**src/common/power_manager_pkg.sv**
```systemverilog
package power_manager_pkg;

  // ************************************************************
  // Register map (APB byte addresses)
  // ************************************************************
  localparam logic [7:0] ctrl_offset = 8'h00;
  localparam logic [7:0] timer_offset = 8'h04;
  localparam logic [7:0] status_offset = 8'h08;
  localparam logic [7:0] detect_offset = 8'h0C;

  // ************************************************************
  // Field positions
  // ************************************************************
  localparam int apd_enable_bit = 0;
  localparam int autoneg_enable_bit = 1;
  localparam int detect_enable_bit = 2;
  localparam int forced_speed_bit = 3;
  localparam int interrupt_enable_bit = 4;
  localparam int sleep_field_lsb = 0;
  localparam int wake_field_lsb = 2;
  localparam int link_timeout_lo_bit = 4;
  localparam int link_timeout_hi_bit = 5;

  // ************************************************************
  // Reset values
  // ************************************************************
  localparam logic [4:0] ctrl_reset = 5'h02;
  localparam logic [5:0] timer_reset = 6'h01;

  // ************************************************************
  // Detection status codes
  // ************************************************************
  localparam logic [1:0] detect_searching = 2'h0;
  localparam logic [1:0] detect_found = 2'h1;
  localparam logic [1:0] detect_none = 2'h2;

  // ************************************************************
  // Timing
  // ************************************************************
  localparam int clock_hz = 10_000_000;
  localparam int sleep_base_ms = 1000;
  localparam int wake_base_ms = 250;
  localparam int link_timeout_base_ms = 500;
  localparam int detect_timeout_ms = 100;
  localparam int random_span_ms = 140;
  localparam int cycles_per_ms = clock_hz / 1000;
  localparam int sleep_base_cycles = sleep_base_ms * cycles_per_ms;
  localparam int wake_base_cycles = wake_base_ms * cycles_per_ms;
  localparam int link_timeout_base_cycles = link_timeout_base_ms * cycles_per_ms;
  localparam int detect_timeout_cycles = detect_timeout_ms * cycles_per_ms;
  localparam int random_span_cycles = random_span_ms * cycles_per_ms;
  localparam int burst_count = 3;

  typedef enum logic [1:0] {
    low_power = 2'b00,
    partner_wake = 2'b01,
    normal_op = 2'b11
  } apd_state_type;

endpackage : power_manager_pkg

```
**src/verilog/energy_sync.sv**
```systemverilog
`timescale 1ns/1ns
module energy_sync (
  // Clock and reset
  input wire logic core_clk,
  input wire logic nrst,
  // Asynchronous level in, clean level out
  input wire logic async_in,
  output logic sync_out
);

  logic stage1;
  logic stage2;
  logic stage3;

  // Change counts only once stage2 and stage3 agree
  always_ff @(posedge core_clk) begin
    if (!nrst) begin
      stage1 <= 1'b0;
      stage2 <= 1'b0;
      stage3 <= 1'b0;
      sync_out <= 1'b0;
    end else begin
      stage1 <= async_in;
      stage2 <= stage1;
      stage3 <= stage2;
      if (stage2 == stage3) begin
        sync_out <= stage3;
      end
    end
  end

endmodule : energy_sync

```
**src/verilog/phy_link_power_manager.sv**
```systemverilog
`timescale 1ns/1ns
// Overview of operation
// RULE1: Software enable bit switches power-down machine anytime
// RULE2: Three states: low power, wake, normal
// RULE3: No energy: alternate sleep and wake periodically
// RULE4: Energy detected moves machine to normal
// RULE5: Link fail with autoneg: timeout, then low power
// RULE6: Reset always starts in low power
// RULE7: Forced speed: cycle, then stay normal
// RULE8: Autoneg off in normal: stay on drop
// RULE9: Low power gates digital blocks, management alive
// RULE10: Low power watches energy, leaves straight to normal
// RULE11: Wake state transmits fast link pulse bursts
// RULE12: Detection enable plus autoneg starts search
// RULE13: Search sends special pulses, status reads 00
// RULE14: Looped-back pulses set status 01
// RULE15: Detection sets interrupt bit, read clears it
// RULE16: No loop-back within timeout sets status 10
// RULE17: Status 10 starts autoneg, link sets status
// RULE18: Link failure resumes powered-device detection
// RULE19: Switch applies and removes inline power itself
// RULE20: Two-bit sleep field, randomized dwell
// RULE21: Up to three bursts alternating pairs A, B
// RULE22: Link timeout set by two config bits
// RULE23: Energy input synchronized before use
// RULE24: Timeouts are parameters meeting two-second default
module phy_link_power_manager
  import power_manager_pkg::*;
#(
  parameter int sleep_cycles = sleep_base_cycles,
  parameter int wake_cycles = wake_base_cycles,
  parameter int link_cycles = link_timeout_base_cycles,
  parameter int detect_cycles = detect_timeout_cycles,
  parameter int jitter_cycles = random_span_cycles
) (
  // Clock and reset
  input wire logic core_clk,
  input wire logic nrst,
  // APB slave
  input wire logic psel,
  input wire logic penable,
  input wire logic pwrite,
  input wire logic [7:0] paddr,
  input wire logic [31:0] pwdata,
  output logic [31:0] prdata,
  output logic pready,
  output logic pslverr,
  // Media side
  input wire logic energy_detect,
  input wire logic link_up,
  input wire logic pulse_loopback,
  output logic pulse_tx,
  output logic pulse_pair_b,
  output logic detect_pulse_tx,
  output logic autoneg_run,
  output logic digital_power_en,
  // Management interrupt, open drain
  output logic management_interrupt_n_o,
  output logic management_interrupt_n_oe
);

  // ************************************************************
  // Registers and wires
  // ************************************************************
  logic [4:0] ctrl;
  logic [5:0] timer_cfg;
  logic [31:0] count;
  logic [15:0] lfsr;
  logic [1:0] burst_idx;
  logic [1:0] detect_status;
  logic detect_active;
  logic [31:0] detect_count;
  logic detect_irq;
  logic link_seen;
  logic energy;
  logic sticky_normal;
  apd_state_type state;
  apd_state_type next_state;

  wire apd_en = ctrl[apd_enable_bit];
  wire an_en = ctrl[autoneg_enable_bit];
  wire det_en = ctrl[detect_enable_bit];
  wire forced = ctrl[forced_speed_bit];
  wire irq_en = ctrl[interrupt_enable_bit];
  wire access = psel && penable;
  wire wr = access && pwrite;
  wire rd = access && !pwrite;
  wire hit_ctrl = paddr == ctrl_offset;
  wire hit_timer = paddr == timer_offset;
  wire hit_status = paddr == status_offset;
  wire hit_detect = paddr == detect_offset;
  wire mapped = hit_ctrl || hit_timer || hit_status || hit_detect;
  wire [1:0] sleep_sel = timer_cfg[sleep_field_lsb +: 2];
  wire [1:0] wake_sel = timer_cfg[wake_field_lsb +: 2];
  wire [1:0] link_sel = {timer_cfg[link_timeout_hi_bit], timer_cfg[link_timeout_lo_bit]};

  // Scale a base period by a two-bit field: 1x, 2x, 3x, 4x
  function automatic logic [31:0] scaled(input int base, input logic [1:0] sel);
    scaled = 32'(base) * (32'(sel) + 32'h1);
  endfunction : scaled

  // Randomized sleep keeps two idle ends from waking in lock-step
  wire [31:0] jitter = 32'(lfsr) % 32'(jitter_cycles + 1);
  wire [31:0] sleep_limit = scaled(sleep_cycles, sleep_sel) + jitter; // RULE20
  wire [31:0] wake_limit = scaled(wake_cycles, wake_sel); // RULE21
  wire [31:0] link_limit = scaled(link_cycles, link_sel); // RULE22
  wire [31:0] burst_len = wake_limit / 32'(burst_count);
  wire sleep_done = count >= sleep_limit;
  wire wake_done = count >= wake_limit;
  wire link_done = count >= link_limit;
  wire detect_done = detect_count >= 32'(detect_cycles); // RULE24

  // ************************************************************
  // Energy synchronizer
  // ************************************************************
  energy_sync u_energy_sync (
    .core_clk(core_clk),
    .nrst(nrst),
    .async_in(energy_detect),
    .sync_out(energy)
  ); // RULE23

  // ************************************************************
  // Power-down state machine
  // ************************************************************
  always_comb begin
    next_state = state;
    unique case (state)
      low_power: begin
        if (energy) begin
          next_state = normal_op; // RULE4 RULE10
        end else if (sleep_done) begin
          next_state = partner_wake; // RULE3
        end
      end
      partner_wake: begin
        if (energy) begin
          next_state = normal_op; // RULE4
        end else if (wake_done) begin
          next_state = low_power; // RULE3
        end
      end
      normal_op: begin
        // Forced or autoneg-off links hold normal after a drop
        if (an_en && !forced && !sticky_normal && !link_up && link_done) begin
          next_state = low_power; // RULE5 RULE8 RULE7
        end
      end
      default: next_state = low_power;
    endcase
  end

  always_ff @(posedge core_clk) begin
    if (!nrst) begin
      state <= low_power; // RULE6
      count <= 32'h0;
      burst_idx <= 2'h0;
      sticky_normal <= 1'b0;
    end else if (!apd_en) begin
      state <= normal_op; // RULE1
      count <= 32'h0;
      burst_idx <= 2'h0;
      sticky_normal <= 1'b0;
    end else begin
      state <= next_state; // RULE2
      if (next_state != state || (state == normal_op && link_up)) begin
        count <= 32'h0;
      end else begin
        count <= count + 32'h1;
      end
      if (state == partner_wake && count >= burst_len * (32'(burst_idx) + 32'h1)
          && burst_idx < 2'(burst_count - 1)) begin
        burst_idx <= burst_idx + 2'h1;
      end else if (state != partner_wake) begin
        burst_idx <= 2'h0;
      end
      // Entering normal under forced speed, or autoneg turned off there
      if (state == normal_op && (!an_en || forced)) begin
        sticky_normal <= 1'b1; // RULE7 RULE8
      end else if (state != normal_op) begin
        sticky_normal <= 1'b0;
      end
    end
  end

  // LFSR runs freely for sleep randomization
  always_ff @(posedge core_clk) begin
    if (!nrst) begin
      lfsr <= 16'hACE1;
    end else begin
      lfsr <= {lfsr[14:0], lfsr[15] ^ lfsr[13] ^ lfsr[12] ^ lfsr[10]};
    end
  end

  // ************************************************************
  // Inline-powered device detection
  // ************************************************************
  wire det_start = det_en && an_en; // RULE12
  wire status_read = rd && hit_detect;

  always_ff @(posedge core_clk) begin
    if (!nrst) begin
      detect_active <= 1'b0;
      detect_status <= detect_searching;
      detect_irq <= 1'b0;
      link_seen <= 1'b0;
      detect_count <= 32'h0;
    end else begin
      // Own search timer: the power-down counter sits at zero while that machine is off
      detect_count <= detect_active ? detect_count + 32'h1 : 32'h0;
      if (!det_start) begin
        detect_active <= 1'b0;
        detect_status <= detect_searching;
      end else if (!detect_active && !link_seen && detect_status == detect_searching) begin
        detect_active <= 1'b1;
        detect_status <= detect_searching; // RULE13
      end else if (detect_active && pulse_loopback) begin
        detect_active <= 1'b0;
        detect_status <= detect_found; // RULE14
      end else if (detect_active && detect_done) begin
        detect_active <= 1'b0;
        detect_status <= detect_none; // RULE16 RULE17
      end
      if (detect_status == detect_none && link_up) begin
        link_seen <= 1'b1; // RULE17
      end else if (link_seen && !link_up) begin
        link_seen <= 1'b0;
        detect_status <= detect_searching; // RULE18
      end
      // Set wins over the read-clear
      if (detect_active && pulse_loopback) begin
        detect_irq <= 1'b1; // RULE15
      end else if (status_read) begin
        detect_irq <= 1'b0; // RULE15
      end
    end
  end

  // ************************************************************
  // Media-side outputs
  // ************************************************************
  always_ff @(posedge core_clk) begin
    if (!nrst) begin
      pulse_tx <= 1'b0;
      pulse_pair_b <= 1'b0;
      detect_pulse_tx <= 1'b0;
      autoneg_run <= 1'b0;
      digital_power_en <= 1'b0;
      management_interrupt_n_o <= 1'b0;
      management_interrupt_n_oe <= 1'b1;
    end else begin
      pulse_tx <= apd_en && state == partner_wake; // RULE11
      pulse_pair_b <= burst_idx[0]; // RULE21
      detect_pulse_tx <= detect_active; // RULE13
      autoneg_run <= an_en && !detect_active && (!det_en || detect_status == detect_none)
                     && (!apd_en || state == normal_op); // RULE17
      digital_power_en <= !apd_en || state == normal_op; // RULE9
      management_interrupt_n_o <= 1'b0;
      management_interrupt_n_oe <= !(irq_en && detect_irq); // RULE9
    end
  end

  // ************************************************************
  // APB slave, zero wait states
  // ************************************************************
  wire [31:0] read_mux = hit_ctrl ? {27'h0, ctrl} :
                         hit_timer ? {26'h0, timer_cfg} :
                         hit_status ? {28'h0, link_up, sticky_normal, state} :
                         {28'h0, detect_irq, detect_active, detect_status};

  always_ff @(posedge core_clk) begin
    if (!nrst) begin
      ctrl <= ctrl_reset;
      timer_cfg <= timer_reset;
    end else if (wr && hit_ctrl) begin
      ctrl <= pwdata[4:0]; // RULE1
    end else if (wr && hit_timer) begin
      timer_cfg <= pwdata[5:0];
    end
  end

  always_ff @(posedge core_clk) begin
    if (!nrst) begin
      prdata <= 32'h0;
      pready <= 1'b0;
      pslverr <= 1'b0;
    end else begin
      pready <= psel && !penable;
      pslverr <= psel && !penable && !mapped;
      prdata <= (psel && !penable && !pwrite && mapped) ? read_mux : 32'h0;
    end
  end

endmodule : phy_link_power_manager

```
**config.mk**
```make
export PLATFORM = sky130hd
export DESIGN_NAME = phy_link_power_manager
export DESIGN_NICKNAME = d
export VERILOG_FILES = /design/src/common/power_manager_pkg.sv /design/src/verilog/energy_sync.sv /design/src/verilog/phy_link_power_manager.sv
export SDC_FILE = /design/constraint.sdc
export NUM_CORES = 1
export LEC_CHECK = 0
export BUFFER_PORTS_ARGS = -buffer_cell sky130_fd_sc_hd__buf_2
export CAP_MARGIN = 10
export CORE_MARGIN = 1.5
export CORE_UTILIZATION = 50
export DETAILED_ROUTE_END_ITERATION = 6
export HOLD_SLACK_MARGIN = 0.08
export PLACE_DENSITY = 0.68
export SETUP_SLACK_MARGIN = 0.05
export SLEW_MARGIN = 10
export SYNTH_ARGS = -nofsm -noshare
export SYNTH_HDL_FRONTEND = slang
export SYNTH_SLANG_ARGS = --single-unit
```
**constraint.sdc**
```tcl
create_clock -name core_clk -period 23.1 [get_ports core_clk]
set_input_delay 4.62 -clock core_clk [delete_from_list [all_inputs] [get_ports core_clk]]
set_output_delay 4.62 -clock core_clk [all_outputs]
set_load 0.02 [all_outputs]
```
==> results of run 1 <==
[power groups by stage]
| stage | Clock, W | Sequential, W | Combinational (W) |
|---|---|---|---|
| after floorplan | 0 | 0.000214 | 0.0000233 |
| after global placement | 0 | 0.000214 | 0.0000268 |
| after detailed placement | 0 | 0.000214 | 0.0000272 |
| after CTS | 0.000264 | 0.000210 | 0.0000274 |
| after global routing | 0.000275 | 0.000210 | 0.0000307 |
| final | 0.000260 | 0.000210 | 0.0000275 |
[critical path, delay by kind of cell (launching register included)]
kind	cells	cell delay, ns
DFF	1	0.36
AOI/OAI and AO/OA	18	4.31
xor gates and xnor gates	3	0.80
adders and majority gates	4	1.74
buffers and inverters	3	0.58
and+or+nand+nor	9	2.47
muxes	3	1.02
[registers in the layout (all words and copies together) (netlist names), 2 cells and up]
register	flops
count	32
burst_idx	2
lfsr	16
detect_count	32
prdata	6
timer_cfg	6
ctrl	5
state	2
detect_status	2
[synthesized netlist by cell type, drive strengths merged (12+ instances only)]
cell	count	area [µm²]
ha	169	2110
nand2	122	458
dfxtp	119	2380
inv	115	432
nor2	107	404
a21oi	74	382
xnor2	74	671
o21ai	62	318
xor2	54	473
nand3	52	260
a21o	45	338
clkbuf	45	169
buf	40	290
a2111oi	35	307
nand4	32	200
nor3	26	130
and3	24	150
nand2b	24	150
fa	22	440
o21a	21	158
mux2i	19	190
nor2b	19	119
a31oi	18	119
and2	15	95.1
o211ai	15	113
or2	14	87.6
or3	13	86.3
a211oi	12	95.1
[area by class of cell]
cell class	count	area, µm²
Multi-Input combinational cell	1192	8840
Timing Repair Buffer	43	235
Fill cell	2241	10700
Clock inverter	14	149
Tap cell	319	399
Sequential cell	119	2380
Inverter	118	443
Clock buffer	17	425
[per-layer routing]
layer / part of all wire / global-route usage / up-vias / wire, µm
met5: 0 / 0 / - / 0
met4: 0.011 / 0.0494 / 0 / 339
met3: 0.060 / 0.0378 / 35 / 1830
met2: 0.44 / 0.390 / 328 / 13400
met1: 0.49 / 0.351 / 5089 / 14700
li1: - / - / 5234 / -
[kinds of logic after synthesis]
group,after synthesis
buffers and inverters,203
XOR/XNOR,130
flip-flops,119
adder cells (fa/ha/maj),191
other,1
AO/OA/AOI/OAI,339
multiplexers,21
AND/OR/NAND/NOR,484
[cells in the final DEF (no fill, tap or decap), types with 26 or more instances in the layout]
cell / instances
sky130_fd_sc_hd__nand3_1: 52
sky130_fd_sc_hd__nor3_1: 26
sky130_fd_sc_hd__a21o_1: 45
sky130_fd_sc_hd__a21oi_1: 73
sky130_fd_sc_hd__conb_1: 27
sky130_fd_sc_hd__o21ai_0: 54
sky130_fd_sc_hd__dfxtp_1: 119
sky130_fd_sc_hd__nand2_1: 122
sky130_fd_sc_hd__nand4_1: 32
sky130_fd_sc_hd__a2111oi_0: 35
sky130_fd_sc_hd__nor2_1: 106
sky130_fd_sc_hd__xnor2_1: 71
sky130_fd_sc_hd__inv_1: 115
sky130_fd_sc_hd__ha_1: 169
sky130_fd_sc_hd__buf_2: 35
sky130_fd_sc_hd__xor2_1: 54
[through the flow]
stage | power [W] | util | setup slack, ns | instances
after floorplan | 0.000237 | - | 13.61 | 1514
after global placement | 0.000241 | 0.523 | 12.05 | 1791
after detailed placement | 0.000241 | 0.523 | 11.89 | 1791
after CTS | 0.000501 | 0.547 | 11.81 | 1822
after global routing | 0.000516 | 0.547 | 10.80 | 1822
final | 0.000497 | 0.547 | 11.70 | 1822
[worst max-delay path by stage]
stage                       startpoint            to  slack, ns  cells after the start
after floorplan           timer_cfg[2]  burst_idx[0]      13.61                     44
after global placement    timer_cfg[2]  burst_idx[0]      12.05                     40
after detailed placement  timer_cfg[2]  burst_idx[0]      11.89                     41
after CTS                 timer_cfg[2]  burst_idx[0]      11.81                     40
after global routing      timer_cfg[2]  burst_idx[0]      10.80                     41
final                     timer_cfg[2]  burst_idx[0]      11.70                     40
==> flow_results.xml, run 1 <==
<?xml version="1.0" encoding="UTF-8"?>
<metrics>
  <group name="worst_setup_path">
    <metric name="critical_path_class" unit="">flip-flop to flip-flop</metric>
    <metric name="crit-reg2reg-capture" unit="">burst_idx[0]</metric>
    <metric name="worst_reg2reg_path_depth" unit="">40</metric>
    <metric name="crit_arrival" unit="ns">11.70</metric>
    <metric name="r2r_start" unit="">timer_cfg[2]</metric>
    <metric name="slowest_stage" unit="">sky130_fd_sc_hd__ha_1</metric>
    <metric name="setup.reg_to_reg.worst_slack" unit="ns">11.70</metric>
    <metric name="worstPathMaxFanout" unit="">23</metric>
    <metric name="timing.critical_path.slowest_cell_delay" unit="ns">0.81</metric>
    <metric name="worst_path_required_time" unit="ns">23.41</metric>
    <metric name="crit_path_end_kind" unit="">flip-flop</metric>
    <metric name="worst_setup_path_start_kind" unit="">flip-flop</metric>
  </group>
  <group name="synth">
    <metric name="synth_edf_count" unit="">0</metric>
    <metric name="synth_warnings" unit="">0</metric>
    <metric name="syn-cell-area" unit="µm²">12000</metric>
    <metric name="synth_compound_gate_area_share" unit="">0.195</metric>
    <metric name="synth_seq_area_share" unit="">0.198</metric>
    <metric name="synth-seq-cells" unit="">119</metric>
    <metric name="yosys-mux-area-fraction" unit="">0.0177</metric>
    <metric name="syn_area_per_cell" unit="µm²">8.08</metric>
    <metric name="yosys.area_share.xor_xnor" unit="">0.0989</metric>
    <metric name="asyncSetResetFlopFracSynth" unit="">0</metric>
    <metric name="syn-instance-count" unit="">1488</metric>
    <metric name="synth_simple_gate_area_frac" unit="">0.202</metric>
    <metric name="dominant_combinational_cell_family_by_area_after_synthesis" unit="">adder cells</metric>
    <metric name="post_synth_fa_ha_maj_area_fraction" unit="">0.213</metric>
    <metric name="yosys_most_used_dff" unit="">sky130_fd_sc_hd__dfxtp_1</metric>
    <metric name="synth_cell_types" unit="">78</metric>
  </group>
  <group name="placement">
    <metric name="dpl_cell_area" unit="µm²">12300</metric>
    <metric name="placement.io_buffers" unit="">35</metric>
    <metric name="place.detailed.hpwl" unit="µm">22400</metric>
    <metric name="routabilityCongestion" unit="">0.962</metric>
  </group>
  <group name="route">
    <metric name="post-route-drc-count" unit="">0</metric>
    <metric name="post_route_antenna_net_violation_count" unit="">0</metric>
    <metric name="postRouteWirelength" unit="µm">30200</metric>
    <metric name="detail_route.first_pass.iterations" unit="">5</metric>
    <metric name="overall_via_count_from_detail_route" unit="">10700</metric>
    <metric name="route.detailed.wl_per_inst" unit="µm">16.6</metric>
    <metric name="first_iter_violations" unit="">997</metric>
    <metric name="vias_per_cell" unit="">5.86</metric>
  </group>
  <group name="run">
    <metric name="timing.max_cap.violations" unit="">0</metric>
  </group>
  <group name="sta">
    <metric name="max_slew_margin" unit="">0.295</metric>
    <metric name="report.final.hold_viol_count" unit="">0</metric>
    <metric name="worst_slew_pin_slew" unit="ns">1.06</metric>
    <metric name="final_min_period_over_clock_period" unit="">0.493</metric>
    <metric name="fmax" unit="MHz">87.8</metric>
    <metric name="grt_setup_unrepaired" unit="">no</metric>
    <metric name="layout_min_cycle_time" unit="ns">11.40</metric>
    <metric name="report.final.slew_viol_count" unit="">0</metric>
    <metric name="finalSetupViolations" unit="">0</metric>
    <metric name="fin_setup_tns" unit="ns">0</metric>
    <metric name="worst_hold_slack" unit="ns">0.417</metric>
    <metric name="timing.clock.skew" unit="ns">0.0120</metric>
  </group>
  <group name="min_path">
    <metric name="hold_path_class" unit="">flip-flop to flip-flop</metric>
    <metric name="hold_path_end" unit="">management_interrupt_n_oe</metric>
    <metric name="whs_path_depth" unit="">1</metric>
    <metric name="min-delay-start" unit="">ctrl[4]</metric>
  </group>
  <group name="pwr">
    <metric name="power.internal" unit="W">0.000376</metric>
    <metric name="vdd_drop_max" unit="µV">34.9</metric>
    <metric name="clock_power_share" unit="">0.523</metric>
    <metric name="p_seq_frac" unit="">0.422</metric>
    <metric name="power.density" unit="nW/µm²">38.6</metric>
    <metric name="switching_share" unit="">0.243</metric>
    <metric name="power.switching" unit="W">0.000121</metric>
    <metric name="p_leak" unit="nW">5.81</metric>
    <metric name="combinational_fraction_of_design_power" unit="">0.055</metric>
  </group>
  <group name="grt">
    <metric name="grt_use_total" unit="">0.246</metric>
    <metric name="grt_first_pass_wirelength" unit="µm">49100</metric>
    <metric name="gr_ovfl_total" unit="">0</metric>
    <metric name="via_count_of_the_first_global_routing_pass" unit="">9778</metric>
    <metric name="grt_antenna_before_repair" unit="">1</metric>
    <metric name="largest_net_degree_at_the_start_of_global_routing" unit="">34</metric>
  </group>
  <group name="clocking">
    <metric name="clock_tree_from_tritoncts" unit="">built</metric>
    <metric name="post_cts_hold_buffer_count" unit="">0</metric>
    <metric name="ctsHtreeMaxLevel" unit="">4</metric>
    <metric name="numCtsBuffers" unit="">17</metric>
    <metric name="cts_resized" unit="">0</metric>
    <metric name="worst_setup_hold_path_clk_slew" unit="ns">0.06</metric>
    <metric name="cts_post_setup_buffers_inserted" unit="">0</metric>
    <metric name="clock-root-buffer" unit="">sky130_fd_sc_hd__clkbuf_16</metric>
    <metric name="worstSkewPairLatency" unit="ns">0.41</metric>
    <metric name="clock_sinks" unit="">119</metric>
    <metric name="clk_path_buf_depth" unit="">2</metric>
  </group>
  <group name="layout">
    <metric name="drive_above_1_share" unit="">0.0732</metric>
    <metric name="area.growth.synth_to_final" unit="%">7.14</metric>
    <metric name="nets" unit="">1730</metric>
    <metric name="insertedDiodeCount" unit="">0</metric>
    <metric name="final_area" unit="µm²">12900</metric>
  </group>
  <group name="floorplanning">
    <metric name="num_rows" unit="">56</metric>
    <metric name="die_area" unit="µm²">25000</metric>
    <metric name="fp.coreArea" unit="µm²">23500</metric>
    <metric name="vertical_die_dimension" unit="µm">158</metric>
    <metric name="io_pins" unit="">89</metric>
    <metric name="initial_utilization" unit="">0.511</metric>
    <metric name="die-width" unit="µm">158</metric>
  </group>
  <group name="status">
    <metric name="outcome" unit="">finished, final reports clean</metric>
  </group>
</metrics>
Note: power is estimated with default switching activity, not from simulation.
==> run 2, diff against run 1 <==
Settings changed: ABC_AREA from default to 1.
Clock period 23.1 ns to 10.9 ns, I/O delays scaled along.
==> run 2 against run 1 <==
Global-route usage rose by 0.30 points. Power is 130% higher. Synthesized cell count up 22%. Clock skew up 0.0038 ns. Utilization increased by 0.80 points. Critical path depth grew 25. Register-to-register slack lost 10 ns. Hold slack improved by 0.0029 ns. Die area rose by 3.0%.
==> flow_results.xml, run 2 <==
<?xml version="1.0" encoding="UTF-8"?>
<metrics>
  <group name="status">
    <metric name="outcome" unit="">finished, final reports clean</metric>
  </group>
  <group name="sta">
    <metric name="final_min_period_over_clock_period" unit="">0.886</metric>
    <metric name="report.final.slew_viol_count" unit="">0</metric>
    <metric name="finalSetupViolations" unit="">0</metric>
    <metric name="fin_setup_tns" unit="ns">0</metric>
    <metric name="worst_slew_pin_slew" unit="ns">0.830</metric>
    <metric name="fmax" unit="MHz">104</metric>
    <metric name="timing.clock.skew" unit="ns">0.0158</metric>
    <metric name="layout_min_cycle_time" unit="ns">9.66</metric>
    <metric name="report.final.hold_viol_count" unit="">0</metric>
    <metric name="grt_setup_unrepaired" unit="">no</metric>
    <metric name="max_slew_margin" unit="">0.439</metric>
  </group>
  <group name="layout">
    <metric name="largest_registers" unit="">count x32, detect_count x32, lfsr x16</metric>
    <metric name="final_area" unit="µm²">13500</metric>
    <metric name="area.growth.synth_to_final" unit="%">8.92</metric>
    <metric name="num-fill-cells" unit="">2380</metric>
    <metric name="nets" unit="">2090</metric>
    <metric name="mostFrequentLayoutCells" unit="">360 x sky130_fd_sc_hd__nand2_1, 268 x sky130_fd_sc_hd__inv_1, 166 x sky130_fd_sc_hd__ha_1</metric>
    <metric name="insertedDiodeCount" unit="">0</metric>
    <metric name="drive_above_1_share" unit="">0.0880</metric>
    <metric name="mostFrequentLayoutCell" unit="">sky130_fd_sc_hd__nand2_1</metric>
  </group>
  <group name="clocking">
    <metric name="ctsHtreeMaxLevel" unit="">4</metric>
    <metric name="post_cts_hold_buffer_count" unit="">0</metric>
    <metric name="clock_tree_from_tritoncts" unit="">built</metric>
    <metric name="worst_setup_hold_path_clk_slew" unit="ns">0.06</metric>
    <metric name="clk_path_buf_depth" unit="">2</metric>
    <metric name="clock-root-buffer" unit="">sky130_fd_sc_hd__clkbuf_16</metric>
    <metric name="numCtsBuffers" unit="">17</metric>
    <metric name="worstSkewPairLatency" unit="ns">0.42</metric>
    <metric name="clock_sinks" unit="">119</metric>
  </group>
  <group name="synth">
    <metric name="synth.most_common_cell" unit="">sky130_fd_sc_hd__nand2_1</metric>
    <metric name="syn-cell-area" unit="µm²">12400</metric>
    <metric name="syn_area_per_cell" unit="µm²">6.83</metric>
    <metric name="yosys_most_used_dff" unit="">sky130_fd_sc_hd__dfxtp_1</metric>
    <metric name="synth-seq-cells" unit="">119</metric>
    <metric name="synth_largest_area_cell" unit="">sky130_fd_sc_hd__dfxtp_1</metric>
    <metric name="synth_cell_types" unit="">64</metric>
    <metric name="asyncSetResetFlopFracSynth" unit="">0</metric>
    <metric name="post_synth_main_area_contributors" unit="">sky130_fd_sc_hd__dfxtp_1 19%, sky130_fd_sc_hd__ha_1 17%, sky130_fd_sc_hd__nand2_1 11%, sky130_fd_sc_hd__inv_1 8.1%, sky130_fd_sc_hd__a21oi_1 5.7%</metric>
    <metric name="synth_commonest_cells" unit="">360 x sky130_fd_sc_hd__nand2_1, 269 x sky130_fd_sc_hd__inv_1, 169 x sky130_fd_sc_hd__ha_1</metric>
    <metric name="synth.top_cell.area_share" unit="">0.192</metric>
    <metric name="syn-instance-count" unit="">1814</metric>
    <metric name="synth_warnings" unit="">0</metric>
    <metric name="synth_seq_area_share" unit="">0.192</metric>
    <metric name="synth_edf_count" unit="">0</metric>
  </group>
  <group name="floorplanning">
    <metric name="die-width" unit="µm">160</metric>
    <metric name="vertical_die_dimension" unit="µm">160</metric>
    <metric name="num_rows" unit="">57</metric>
    <metric name="die_area" unit="µm²">25700</metric>
    <metric name="fp.coreArea" unit="µm²">24300</metric>
    <metric name="initial_utilization" unit="">0.510</metric>
    <metric name="io_pins" unit="">89</metric>
  </group>
  <group name="worst_setup_path">
    <metric name="critical_path_class" unit="">flip-flop to flip-flop</metric>
    <metric name="critical-path-top-cell-by-count" unit="">sky130_fd_sc_hd__nand2_1</metric>
    <metric name="crit_arrival" unit="ns">10.01</metric>
    <metric name="startpoint" unit="">timer_cfg[2]</metric>
    <metric name="crit_path_end_kind" unit="">flip-flop</metric>
    <metric name="worst_path_required_time" unit="ns">11.25</metric>
    <metric name="slowest_stage" unit="">sky130_fd_sc_hd__ha_1</metric>
    <metric name="worstPathMaxFanout" unit="">18</metric>
    <metric name="worst_setup_path_start_kind" unit="">flip-flop</metric>
    <metric name="timing.critical_path.slowest_cell_delay" unit="ns">0.62</metric>
    <metric name="r2r_start" unit="">timer_cfg[2]</metric>
  </group>
  <group name="route">
    <metric name="overall_via_count_from_detail_route" unit="">11700</metric>
    <metric name="post_route_antenna_net_violation_count" unit="">0</metric>
    <metric name="route.detailed.wl_per_inst" unit="µm">14.3</metric>
    <metric name="post-route-drc-count" unit="">0</metric>
    <metric name="postRouteWirelength" unit="µm">31300</metric>
    <metric name="vias_per_cell" unit="">5.32</metric>
    <metric name="first_iter_violations" unit="">745</metric>
    <metric name="detail_route.first_pass.iterations" unit="">5</metric>
  </group>
  <group name="run">
    <metric name="timing.max_cap.violations" unit="">0</metric>
  </group>
  <group name="min_path">
    <metric name="min-delay-start" unit="">ctrl[4]</metric>
    <metric name="hold_path_class" unit="">flip-flop to flip-flop</metric>
  </group>
  <group name="placement">
    <metric name="place.detailed.hpwl" unit="µm">24400</metric>
    <metric name="dpl_cell_area" unit="µm²">12800</metric>
    <metric name="placement.io_buffers" unit="">35</metric>
    <metric name="routabilityCongestion" unit="">0.934</metric>
  </group>
  <group name="grt">
    <metric name="grt_first_pass_wirelength" unit="µm">52500</metric>
    <metric name="grt_use_total" unit="">0.249</metric>
    <metric name="largest_net_degree_at_the_start_of_global_routing" unit="">33</metric>
    <metric name="grt_antenna_before_repair" unit="">0</metric>
    <metric name="gr_ovfl_total" unit="">0</metric>
    <metric name="via_count_of_the_first_global_routing_pass" unit="">10900</metric>
  </group>
  <group name="pwr">
    <metric name="vdd_drop_max" unit="µV">99.1</metric>
    <metric name="power.density" unit="nW/µm²">83.6</metric>
    <metric name="p_leak" unit="nW">6.55</metric>
  </group>
</metrics>
-- run 2: cell count changes after synthesis, sizes merged, moves of 53 or more --
cell,delta
nor2,+53
nand3,+60
a21oi,+69
xnor2,-55
inv,+169
nand2,+262
-- run 2: final cells by class --
type	count	area (µm²)	share of cell area
Multi-Input combinational cell	1374	8670	0.643
Timing Repair Buffer	49	280	0.0208
Sequential cell	119	2380	0.176
Tap cell	324	405	0.0300
Inverter	290	1100	0.0815
Clock buffer	21	460	0.0341
Clock inverter	11	196	0.0146
-- run 2: power breakdown --
part	switching, W	total [W]	internal, W
Sequential	0.00000354	0.000444	0.000441
Combinational	0.0000337	0.0000505	0.0000168
Clock	0.000215	0.000633	0.000419
-- run 2: layer usage --
layer  track usage  part of all wire
met5             0                 0
met3        0.0416             0.062
met1         0.340              0.48
met2         0.412              0.45
met4        0.0510             0.012
-- run 2: worst paths after layout --
kind | end | slack, ns | depth (start not counted)
min reg2reg | management_interrupt_n_oe | 0.42 | 1
max reg2reg | burst_idx[0] | 1.24 | 65
max | burst_idx[0] | 1.24 | 65
min | management_interrupt_n_oe | 0.42 | 1
-- run 2: cells by family after synthesis --
kind of cell               Yosys count  share of synthesized area
AOI/OAI and AO/OA                  301                      0.138
xor gates and xnor gates            75                     0.0530
and+or+nand+nor                    780                      0.293
DFF                                119                      0.192
other                                1                   0.000303
buffers and inverters              347                      0.117
adders and majority gates          191                      0.206
-- run 2: timing repair --
action / CTS / global route
buffers inserted: 0 / 0
gates resized for setup: 0 / 6
setup endpoints to repair: 0 / 2
-- run 2: worst max-delay path: cells and delay by family, from the launching register on --
kind	cells	cell delay, ns
and+or+nand+nor	35	3.92
DFF	1	0.31
AOI/OAI and AO/OA	16	2.47
xor gates and xnor gates	2	0.27
adders and majority gates	4	1.74
buffers and inverters	8	0.85
-- run 2: per-stage QoR --
stage          hold slack, ns   util  worst slack [ns]  cells  total power (W)
2_1_floorplan           0.381      -              2.43   1840         0.000498
5_1_grt                 0.439  0.555             0.151   2188          0.00116
4_1_cts                 0.422  0.555              1.04   2188          0.00113
6_report                0.420  0.555              1.24   2188          0.00113
3_5_place_dp            0.402  0.527              1.07   2156         0.000504
3_3_place_gp            0.403  0.527              1.25   2156         0.000502
